**src/inc/host_port_pkg.sv**
```systemverilog
// constants and types for the printer host receive and address decode block
// assumes a single 20 MHz clock domain
package host_port_pkg;
    localparam int unsigned CLK_HZ = 20_000_000;
    localparam int unsigned BAUD = 9600;
    localparam int unsigned BIT_CYCLES = CLK_HZ / BAUD;
    localparam int unsigned HALF_BIT_CYCLES = BIT_CYCLES / 2;
    localparam int unsigned ACK_NS = 5000;
    localparam int unsigned CLK_NS = 50;
    localparam int unsigned ACK_CYCLES = (ACK_NS + CLK_NS - 1) / CLK_NS;
    localparam int unsigned BUF_AW = 6;
    localparam int unsigned BUF_DEPTH = 64;
    localparam logic [BUF_AW:0] NEAR_EMPTY_LEVEL = 7'h10;
    localparam logic [7:0] CHAR_RESUME = 8'h11;
    localparam logic [7:0] CHAR_PAUSE = 8'h13;
    localparam logic [23:0] IO_ONCHIP_END = 24'h0000BF;
    localparam logic [23:0] IO_EXT_END = 24'h0000FF;
    localparam logic [23:0] WORK_RAM_END = 24'h5FFFFF;
    localparam logic [23:0] PROG_END = 24'hDFFFFF;
    localparam logic [23:0] EXT_REGION_END = 24'hEFFFFF;
    localparam logic [1:0] PROTO_NONE = 2'h0;
    localparam logic [1:0] PROTO_SOFT = 2'h1;
    localparam logic [1:0] PROTO_DTR = 2'h2;

    typedef enum logic [2:0] {
        SEL_NONE,
        SEL_IO_ONCHIP,
        SEL_IO_EXT,
        SEL_WORK_RAM,
        SEL_PROG_ROM,
        SEL_EXT_RAM,
        SEL_RX_BUF_RAM
    } mem_sel_t;

    typedef struct packed {
        logic valid;
        logic to_buffer;
        logic [7:0] data;
    } rx_byte_t;
endpackage : host_port_pkg

```
**src/rtl/rx_byte_buffer.sv**
```systemverilog
// small receive buffer memory with registered read data
// assumes writer never writes when full and reader never reads when empty
`timescale 1ns/10ps
module rx_byte_buffer
    import host_port_pkg::*;
(
    input wire logic clk_in,
    input wire logic rst_n_in,
    input wire logic wr_in,
    input wire logic [7:0] wr_data_in,
    input wire logic rd_in,
    output logic [7:0] rd_data_out,
    output logic [BUF_AW:0] level_out
);
    logic [7:0] mem [BUF_DEPTH];
    logic [BUF_AW-1:0] wr_ptr;
    logic [BUF_AW-1:0] rd_ptr;

    always_ff @(posedge clk_in)
    begin
        if (wr_in)
        begin
            mem[wr_ptr] <= wr_data_in;
        end
    end

    always_ff @(posedge clk_in or negedge rst_n_in)
    begin
        if (!rst_n_in)
        begin
            wr_ptr <= '0;
            rd_ptr <= '0;
            level_out <= '0;
            rd_data_out <= 8'h00;
        end
        else
        begin
            if (wr_in)
            begin
                wr_ptr <= wr_ptr + 1'b1;
            end
            if (rd_in)
            begin
                rd_ptr <= rd_ptr + 1'b1;
                rd_data_out <= mem[rd_ptr];
            end
            case ({wr_in, rd_in})
                2'b10: level_out <= level_out + 1'b1;
                2'b01: level_out <= level_out - 1'b1;
                default: level_out <= level_out;
            endcase
        end
    end
endmodule : rx_byte_buffer

```
**src/rtl/printer_host_receive.sv**
```systemverilog
// host receive port: parallel handshake, serial receiver, flow control, address decode
// assumes host holds data stable around strobe; all inputs synchronous to clk_in
`timescale 1ns/10ps
// What this block does
// latch eight parallel data lines just after host strobe falls
// raise busy once a parallel byte is captured
// after byte handling, pulse acknowledge then drop busy
// each byte goes to the receive buffer or straight to command processing; a serial byte arriving while the buffer is full is dropped
// serial bits are assembled into bytes, then treated like parallel bytes
// soft protocol sends resume char near empty, pause char when full
// hardware protocol asserts ready line while data can be accepted
// an open ready-sense line disables flow control tied to it
// 000000-0000BF on-chip I/O, 0000C0-0000FF external I/O
// 000100-5FFFFF is work RAM, read and write
// 600000-DFFFFF is read-only program region
// E00000-EFFFFF reads program memory, writes extended RAM
// F00000-FFFFFF reads program memory, writes receive/download RAM
// bus serves 4M firmware ROM, two 16M ROMs, 128K x 16 RAM
// host keeps data stable and waits for busy low and acknowledge
module printer_host_receive
    import host_port_pkg::*;
(
    input wire logic clk_in,
    input wire logic rst_n_in,
    input wire logic [7:0] host_data_in,
    input wire logic host_strobe_n_in,
    input wire logic serial_rx_in,
    input wire logic ready_sense_line_in,
    input wire logic ready_sense_open_in,
    input wire logic [1:0] protocol_in,
    input wire logic direct_mode_in,
    input wire logic cmd_ready_in,
    input wire logic buf_pop_in,
    input wire logic [23:0] bus_addr_in,
    input wire logic bus_rd_in,
    input wire logic bus_wr_in,
    output logic host_busy_out,
    output logic host_ack_n_out,
    output logic serial_tx_out,
    output logic dtr_out,
    output rx_byte_t cmd_byte_out,
    output logic [7:0] buf_data_out,
    output logic [BUF_AW:0] buf_level_out,
    output mem_sel_t mem_sel_out,
    output logic [3:0] rom_cs_out,
    output logic ram_cs_out
);
    typedef enum { P_IDLE, P_HOLD, P_ACK } par_state_t;
    typedef enum { S_IDLE, S_START, S_DATA, S_STOP } ser_state_t;

    par_state_t par_state;
    ser_state_t ser_state;
    logic strobe_d;
    logic [7:0] par_hold;
    logic [15:0] ack_cnt;
    logic par_done;
    logic [15:0] ser_cnt;
    logic [2:0] ser_bit;
    logic [7:0] ser_shift;
    logic ser_valid;
    logic [7:0] ser_byte;
    logic buf_wr;
    logic [7:0] buf_wdata;
    logic buf_full;
    logic near_empty;
    logic paused;
    logic tx_busy;
    logic [9:0] tx_shift;
    logic [3:0] tx_bits;
    logic [15:0] tx_cnt;
    mem_sel_t next_sel;

    assign buf_full = (buf_level_out == BUF_DEPTH[BUF_AW:0]);
    assign near_empty = (buf_level_out <= NEAR_EMPTY_LEVEL);

    // parallel handshake
    always_ff @(posedge clk_in or negedge rst_n_in)
    begin
        if (!rst_n_in)
        begin
            par_state <= P_IDLE;
            strobe_d <= 1'b1;
            par_hold <= 8'h00;
            host_busy_out <= 1'b0;
            host_ack_n_out <= 1'b1;
            ack_cnt <= '0;
        end
        else
        begin
            strobe_d <= host_strobe_n_in;
            case (par_state)
                P_IDLE:
                begin
                    // strobes while busy are ignored, host must wait //
                    if (strobe_d && !host_strobe_n_in)
                    begin
                        par_hold <= host_data_in;
                        host_busy_out <= 1'b1;
                        par_state <= P_HOLD;
                    end
                end
                P_HOLD:
                begin
                    if (par_done)
                    begin
                        host_ack_n_out <= 1'b0;
                        ack_cnt <= '0;
                        par_state <= P_ACK;
                    end
                end
                P_ACK:
                begin
                    ack_cnt <= ack_cnt + 1'b1;
                    if (ack_cnt == 16'(ACK_CYCLES - 1))
                    begin
                        host_ack_n_out <= 1'b1;
                        host_busy_out <= 1'b0;
                        par_state <= P_IDLE;
                    end
                end
                default: par_state <= P_IDLE;
            endcase
        end
    end

    // serial receiver, 8N1
    always_ff @(posedge clk_in or negedge rst_n_in)
    begin
        if (!rst_n_in)
        begin
            ser_state <= S_IDLE;
            ser_cnt <= '0;
            ser_bit <= '0;
            ser_shift <= 8'h00;
            ser_valid <= 1'b0;
            ser_byte <= 8'h00;
        end
        else
        begin
            if (ser_valid && par_state != P_HOLD)
            begin
                ser_valid <= 1'b0;
            end
            ser_cnt <= ser_cnt + 1'b1;
            case (ser_state)
                S_IDLE:
                begin
                    ser_cnt <= '0;
                    if (!serial_rx_in)
                    begin
                        ser_state <= S_START;
                    end
                end
                S_START:
                begin
                    if (ser_cnt == 16'(HALF_BIT_CYCLES))
                    begin
                        ser_cnt <= '0;
                        ser_bit <= '0;
                        ser_state <= serial_rx_in ? S_IDLE : S_DATA;
                    end
                end
                S_DATA:
                begin
                    if (ser_cnt == 16'(BIT_CYCLES - 1))
                    begin
                        ser_cnt <= '0;
                        ser_shift <= {serial_rx_in, ser_shift[7:1]};
                        ser_bit <= ser_bit + 1'b1;
                        if (ser_bit == 3'h7)
                        begin
                            ser_state <= S_STOP;
                        end
                    end
                end
                S_STOP:
                begin
                    if (ser_cnt == 16'(BIT_CYCLES - 1))
                    begin
                        ser_state <= S_IDLE;
                        if (serial_rx_in)
                        begin
                            ser_byte <= ser_shift;
                            ser_valid <= 1'b1;
                        end
                    end
                end
                default: ser_state <= S_IDLE;
            endcase
        end
    end

    // byte routing: parallel has priority; serial waits while parallel is in P_HOLD
    always_comb
    begin
        par_done = 1'b0;
        buf_wr = 1'b0;
        buf_wdata = par_hold;
        if (par_state == P_HOLD)
        begin
            if (direct_mode_in)
            begin
                par_done = cmd_ready_in;
            end
            else
            begin
                par_done = !buf_full;
                buf_wr = !buf_full;
            end
        end
        else if (ser_valid && !direct_mode_in && !buf_full)
        begin
            buf_wr = 1'b1;
            buf_wdata = ser_byte;
        end
    end

    always_ff @(posedge clk_in or negedge rst_n_in)
    begin
        if (!rst_n_in)
        begin
            cmd_byte_out <= '0;
        end
        else
        begin
            cmd_byte_out.valid <= 1'b0;
            if (par_state == P_HOLD && par_done)
            begin
                cmd_byte_out <= '{valid: 1'b1, to_buffer: !direct_mode_in, data: par_hold};
            end
            else if (ser_valid && par_state != P_HOLD)
            begin
                // a full buffer drops serial bytes: flow control should prevent it
                cmd_byte_out <= '{valid: 1'b1, to_buffer: !direct_mode_in, data: ser_byte};
            end
        end
    end

    rx_byte_buffer u_buf (
        .clk_in(clk_in),
        .rst_n_in(rst_n_in),
        .wr_in(buf_wr),
        .wr_data_in(buf_wdata),
        .rd_in(buf_pop_in && buf_level_out != '0),
        .rd_data_out(buf_data_out),
        .level_out(buf_level_out)
    );

    // flow control
    always_ff @(posedge clk_in or negedge rst_n_in)
    begin
        if (!rst_n_in)
        begin
            dtr_out <= 1'b0;
        end
        else
        begin
            // open sense line: no handshake, hold ready asserted //
            if (ready_sense_open_in)
            begin
                dtr_out <= 1'b1;
            end
            else if (protocol_in == PROTO_DTR)
            begin
                dtr_out <= !buf_full && ready_sense_line_in;
            end
            else
            begin
                dtr_out <= 1'b1;
            end
        end
    end

    always_ff @(posedge clk_in or negedge rst_n_in)
    begin
        if (!rst_n_in)
        begin
            paused <= 1'b0;
            tx_busy <= 1'b0;
            tx_shift <= 10'h3FF;
            tx_bits <= '0;
            tx_cnt <= '0;
            serial_tx_out <= 1'b1;
        end
        else
        begin
            if (tx_busy)
            begin
                tx_cnt <= tx_cnt + 1'b1;
                if (tx_cnt == 16'(BIT_CYCLES - 1))
                begin
                    tx_cnt <= '0;
                    serial_tx_out <= tx_shift[0];
                    tx_shift <= {1'b1, tx_shift[9:1]};
                    tx_bits <= tx_bits + 1'b1;
                    // hold busy through a whole stop bit so back-to-back chars keep framing
                    if (tx_bits == 4'hA)
                    begin
                        tx_busy <= 1'b0;
                    end
                end
            end
            else if (protocol_in == PROTO_SOFT && !ready_sense_open_in)
            begin
                // hysteresis between full and near-empty avoids char storms
                if (!paused && buf_full)
                begin
                    paused <= 1'b1;
                    tx_shift <= {1'b1, CHAR_PAUSE, 1'b0};
                    tx_busy <= 1'b1;
                    tx_bits <= '0;
                    tx_cnt <= 16'(BIT_CYCLES - 1);
                end
                else if (paused && near_empty)
                begin
                    paused <= 1'b0;
                    tx_shift <= {1'b1, CHAR_RESUME, 1'b0};
                    tx_busy <= 1'b1;
                    tx_bits <= '0;
                    tx_cnt <= 16'(BIT_CYCLES - 1);
                end
            end
        end
    end

    // address decode
    always_comb
    begin
        next_sel = SEL_NONE;
        if (bus_rd_in || bus_wr_in)
        begin
            if (bus_addr_in <= IO_ONCHIP_END)
            begin
                next_sel = SEL_IO_ONCHIP;
            end
            else if (bus_addr_in <= IO_EXT_END)
            begin
                next_sel = SEL_IO_EXT;
            end
            else if (bus_addr_in <= WORK_RAM_END)
            begin
                next_sel = SEL_WORK_RAM;
            end
            else if (bus_addr_in <= PROG_END)
            begin
                next_sel = bus_rd_in ? SEL_PROG_ROM : SEL_NONE;
            end
            else if (bus_addr_in <= EXT_REGION_END)
            begin
                next_sel = bus_rd_in ? SEL_PROG_ROM : SEL_EXT_RAM;
            end
            else
            begin
                next_sel = bus_rd_in ? SEL_PROG_ROM : SEL_RX_BUF_RAM;
            end
        end
    end

    // chip selects: firmware, ROM A, ROM B (character option), spare
    always_ff @(posedge clk_in or negedge rst_n_in)
    begin
        if (!rst_n_in)
        begin
            mem_sel_out <= SEL_NONE;
            rom_cs_out <= 4'h0;
            ram_cs_out <= 1'b0;
        end
        else
        begin
            mem_sel_out <= next_sel;
            rom_cs_out <= 4'h0;
            if (next_sel == SEL_PROG_ROM)
            begin
                rom_cs_out[bus_addr_in[23:22] - 2'h1] <= 1'b1;
            end
            ram_cs_out <= (next_sel == SEL_WORK_RAM) || (next_sel == SEL_EXT_RAM)
                || (next_sel == SEL_RX_BUF_RAM);
        end
    end
endmodule : printer_host_receive

```
**config.mk**
```make
export PLATFORM = sky130hd
export DESIGN_NAME = printer_host_receive
export DESIGN_NICKNAME = d
export VERILOG_FILES = /design/src/inc/host_port_pkg.sv /design/src/rtl/rx_byte_buffer.sv /design/src/rtl/printer_host_receive.sv
export SDC_FILE = /design/constraint.sdc
export NUM_CORES = 1
export LEC_CHECK = 0
export BUFFER_PORTS_ARGS = -buffer_cell sky130_fd_sc_hd__buf_2
export CORE_AREA = 4 4 227 229
export CTS_CLUSTER_SIZE = 20
export DETAILED_ROUTE_END_ITERATION = 8
export DIE_AREA = 0 0 231 233
export GPL_TIMING_DRIVEN = 1
export PLACE_DENSITY_LB_ADDON = 0.3
export REMOVE_ABC_BUFFERS = 1
export SLEW_MARGIN = 20
export SYNTH_ARGS = -nofsm -noshare
export SYNTH_HDL_FRONTEND = slang
export SYNTH_SLANG_ARGS = --single-unit
```
**constraint.sdc**
```tcl
create_clock -name clk_in -period 3.9 [get_ports clk_in]
set_input_delay 0.39 -clock clk_in [delete_from_list [all_inputs] [get_ports clk_in]]
set_output_delay 0.39 -clock clk_in [all_outputs]
set_load 0.1 [all_outputs]
```
==> results.env <==
STATUS='finished, final reports clean'
PORTBUFFERS=75
MAX_FREQ_MHz=285
POST_DRT_VIA_CELL_RATIO=6.19
DRTPASS1ITERATIONS=5
DOMINANT_COMBINATIONAL_CELL_FAMILY_BY_AREA_AFTER_SYNTHESIS='multiplexers'
TIGHTESTPINTRANSITION_NS=1.10
HOLDBUFCOUNTCTS=6
FINAL-SETUP-VIOL-COUNT=0
CRITICAL_PATH_ARRIVAL_NS=3.94
POWERDENSITY_mW_PER_MM2=733
SYNTH.CELL_AREA_MM2=0.0270
GLOBAL_ROUTE.OVERFLOW_TOTAL=0
SYNTH-XOR-AREA-SHARE_PCT=1.04
MOST_COMMON_FLOP_CELL_MAPPED_BY_YOSYS='edfxtp_1'
CP_COMMON_CELL='ha_1'
DETAILED_PLACE_HPWL_UM=36700
NUM-NETS-FINAL=1804
ROUTE.DETAILED.WL_PER_INST_UM=24.4
ITERATION_0_DRC_MARKERS=1426
DP_WORST_SETUP_SLACK_NS=0.378
R2R-START='u_buf.level_out[1]'
P_COMB_SHARE_PCT=29.1
START_KIND='register'
SYN_INST=1619
CLOCK_SKEW_NS=0.0258
ROUTE.ANTENNA.REMAINING_NETS=0
ROUTABILITYCONGESTION=0.853
NETSWITCHINGFRACTION_PCT=33.6
SYNTH_COMPOUND_AREA_SHARE_PCT=5.73
WORST_PATH_DOMINANT_CELL_FAMILY='simple AND/OR/NAND/NOR gates'
TIMING.FINAL.HOLD_VIOLATIONS=0
WORST_SKEW_PAIR.LATE_LATENCY_NS=0.59
WORST_SETUP_PATH_END_KIND='register'
PINS_OVER_THEIR_SLEW_LIMIT=0
POST-LAYOUT-TOTAL-POWER_mW=22.5
SYNTH.LARGEST_AREA_CELL='edfxtp_1'
TRITONCTS_NUM_SINKS=657
AREA_DELTA_SYNTH_FINAL_PCT=13.4
YOSYS.CELL_TYPES.COUNT=81
INITIAL_UTILIZATION_PCT=54.4
GRT_USE_TOTAL_PCT=22.6
TIMING.CRITICAL_PATH.FROM='u_buf.level_out[1]'
HOLD_PATH.CLASS='input pin to register'
CTS-ROOT-BUF='clkbuf_16'
ROWS=82
REMAINING_DRC_ERRORS=0
POST-SYNTH-TOP-AREA-FRACTION_PCT=56.9
YS_SEQ_ELEMENTS=657
CORE_MM2=0.0497
TRITONCTS.NUM_BUFFERS=67
FIRST_GLOBAL_VIAS=15300
MAX_STAGE_DELAY_NS=0.70
CRIT_PATH_TOP_DELAY_CELL='or4_1'
SYNTH.YOSYS.SEQ_AREA_SHARE_PCT=70.3
SEQUENTIALPOWERSHARE_PCT=41.7
TIMING_WORST_SETUP_PATH_TYPE='register to register'
PEAKVDDDROP_V=0.000642
DIE_AREA_MM2=0.0538
HOLD_SLACK_NS=0.0378
FRACTION_OF_THE_MAPPED_NETLIST_AREA_IN_ADDER_CELLS_PCT=0.907
SYNTH.TOP_CELLS.BY_AREA='edfxtp_1, dfrtp_1, mux4_2'
YS.WARNINGS.COUNT=0
PART_OF_THE_POWER_IN_THE_CLOCK_NETWORK_PCT=29.1
MIN_FROM='host_data_in[6]'
FIN_CRIT_SH_PCT=90.0
CTS_REPAIR_RESIZE_COUNT=0
WORSTPATHCELLLIST='or4_1 > nor4b_4 > nor3_2 > inv_1 > ha_1 > ha_1 > a21o_2 > a21oi_1 > o21bai_1 > a2111oi_0 > a221oi_1'
IOS=82
WIRELENGTH_UM=60000
ANTENNA_CELLS=0
MAX-CAP-VIOLATIONS=0
CTS_TREE='built'
ANTENNA_FOUND_INITIAL=1
MAXIMUM_NUMBER_OF_PINS_ON_ONE_NET_BEFORE_GLOBAL_ROUTE_REPAIR=93
POWER.SWITCHING_mW=7.55
DIE-HEIGHT_UM=233
CTS.CLK_SLEW.WORST_PATHS_NS=0.06
FINALWORSTSETUPSLACK_NS=0.391
TIMING.FINAL.CRIT_PERIOD_NS=3.51
YS_ASYNC_SR_FRACTION_PCT=22.1
CP.BUFFERS_INVERTERS=1
DETAILROUTE.VIA_COUNT=15200
CLOCK_TREE.BUFFER_DEPTH=3
FP.DIEW_UM=231
LAYOUT-DRIVE-GT1-SHARE_PCT=24.8
DESIGN_INTERNAL_POWER_mW=14.9
WORST-PATH-MAX-FANOUT=10
MAXSLEWHEADROOM_PCT=26.6
UNREPAIRED_SETUP_ENDPOINTS_AFTER_GLOBAL_ROUTING='false'
SYNTH.MUX.AREA_FRACTION_PCT=13.4
POWER_LEAKAGE_nW=10.8
POST_CTS.REPAIR.SETUP_BUFFERS=0
HTREEDEPTH=3
SYNTH-SIMPLE-AREA-SHARE_PCT=6.82
SYNTH_EDF_COUNT=512
CRITICAL_PATH_REQUIRED_NS=4.33
GRT_PASS1_WL_UM=92500
AVGSYNTHCELLAREA_UM2=16.7
-- worst reg2reg max path, delay by kind of cell (launching register included) --
family / cells / cell delay, ns
AND/OR/NAND/NOR: 3 / 1.16
AO/OA/AOI/OAI: 5 / 1.04
adder cells (fa/ha/maj): 2 / 0.65
flip-flops: 1 / 0.43
buffers and inverters: 1 / 0.09
-- synthesized netlist by cell type (all sizes together), types with 7 or more instances --
| library cell | count |
|---|---|
| nand3 | 46 |
| nor4 | 14 |
| o21ai | 39 |
| xor2 | 9 |
| buf | 45 |
| dfstp | 12 |
| xnor2 | 23 |
| ha | 18 |
| edfxtp | 512 |
| and3 | 20 |
| o22ai | 21 |
| and2 | 7 |
| a221o | 11 |
| mux2i | 57 |
| dfrtp | 133 |
| o211ai | 10 |
| o221ai | 15 |
| a21o | 8 |
| mux4 | 98 |
| clkbuf | 31 |
| nand2 | 66 |
| a221oi | 7 |
| nand4 | 16 |
| nor3 | 21 |
| a21oi | 21 |
| a22o | 11 |
| a31oi | 9 |
| a22oi | 9 |
| inv | 26 |
| nor2b | 14 |
| nor2 | 117 |
| mux2 | 76 |
-- cell usage in the layout, fill, tap and decap left out, drive strengths merged, types with 7 or more instances in the layout --
| master | instances |
|---|---|
| a21o | 8 |
| a21oi | 21 |
| a221o | 11 |
| a221oi | 7 |
| a22o | 11 |
| a22oi | 9 |
| a31oi | 9 |
| and2 | 7 |
| and3 | 20 |
| buf | 122 |
| clkbuf | 91 |
| clkinv | 23 |
| dfrtp | 133 |
| dfstp | 12 |
| edfxtp | 512 |
| ha | 18 |
| inv | 28 |
| mux2 | 76 |
| mux2i | 57 |
| mux4 | 98 |
| nand2 | 66 |
| nand3 | 46 |
| nand4 | 16 |
| nor2 | 117 |
| nor2b | 14 |
| nor3 | 21 |
| nor4 | 14 |
| o211ai | 10 |
| o21ai | 39 |
| o221ai | 15 |
| o22ai | 21 |
| xnor2 | 23 |
| xor2 | 9 |
-- final cells by class --
| cell class | instances | area (µm²) |
|---|---|---|
| Clock buffer | 91 | 1950 |
| Clock inverter | 30 | 318 |
| Fill cell | 3650 | 19000 |
| Inverter | 29 | 109 |
| Multi-Input combinational cell | 857 | 7560 |
| Sequential cell | 657 | 19000 |
| Tap cell | 672 | 841 |
| Timing Repair Buffer | 128 | 845 |
-- cell families after synthesis --
family          Yosys count
compound gates          208
xor+xnor                 32
fa+ha+maj                19
buf+inv                 105
flops                   657
mux                     231
other cells               1
simple gates            366
-- state kept, by name, summed over array words and instances (netlist names), 2 cells and up --
name / flops
u_buf.mem: 512
ack_cnt: 16
ser_cnt: 16
tx_cnt: 16
cmd_byte_out: 10
tx_shift: 9
par_hold: 8
ser_byte: 8
ser_shift: 8
u_buf.rd_data_out: 8
u_buf.level_out: 7
u_buf.rd_ptr: 6
u_buf.wr_ptr: 6
rom_cs_out: 4
tx_bits: 4
mem_sel_out: 3
ser_bit: 3
par_state: 2
ser_state: 2
-- power groups by stage --
stage / clock network [mW] / logic, mW / registers (mW)
floorplan: 0 / 3.47 / 10.6
global placement: 0 / 6.38 / 9.49
detailed placement: 0 / 6.54 / 9.51
CTS: 6.64 / 6.58 / 9.37
global route: 6.96 / 6.95 / 9.43
finish: 6.54 / 6.55 / 9.38
-- layer usage --
layer / GRT usage [%] / part of all wire [%]
met5: 0 / 0
met4: 7.03 / 2.4
met3: 4.17 / 7.9
met2: 36.4 / 48
met1: 31.9 / 41
-- final timing paths --
check | end | slack [ns] | cells past startpoint
max in group asynchronous | ram_cs_out | 2.65 | 3
min reg2reg | serial_tx_out | 0.46 | 2
max | u_buf.level_out[5] | 0.39 | 11
min in group asynchronous | ack_cnt[15] | 0.46 | 2
max reg2reg | u_buf.level_out[5] | 0.39 | 11
min | par_hold[6] | 0.04 | 2
-- metrics by stage --
stage                     setup TNS (ns)  instance area [µm²]  utilization, %  instances
after floorplan                   -20.62                26700               -       1543
after global placement                 0                28300            57.0       2337
after detailed placement               0                28300            57.0       2337
after CTS                              0                30700            61.7       2464
after global routing                   0                30700            61.7       2464
final                                  0                30700            61.7       2464
Note: power is estimated with default switching activity, not from simulation.
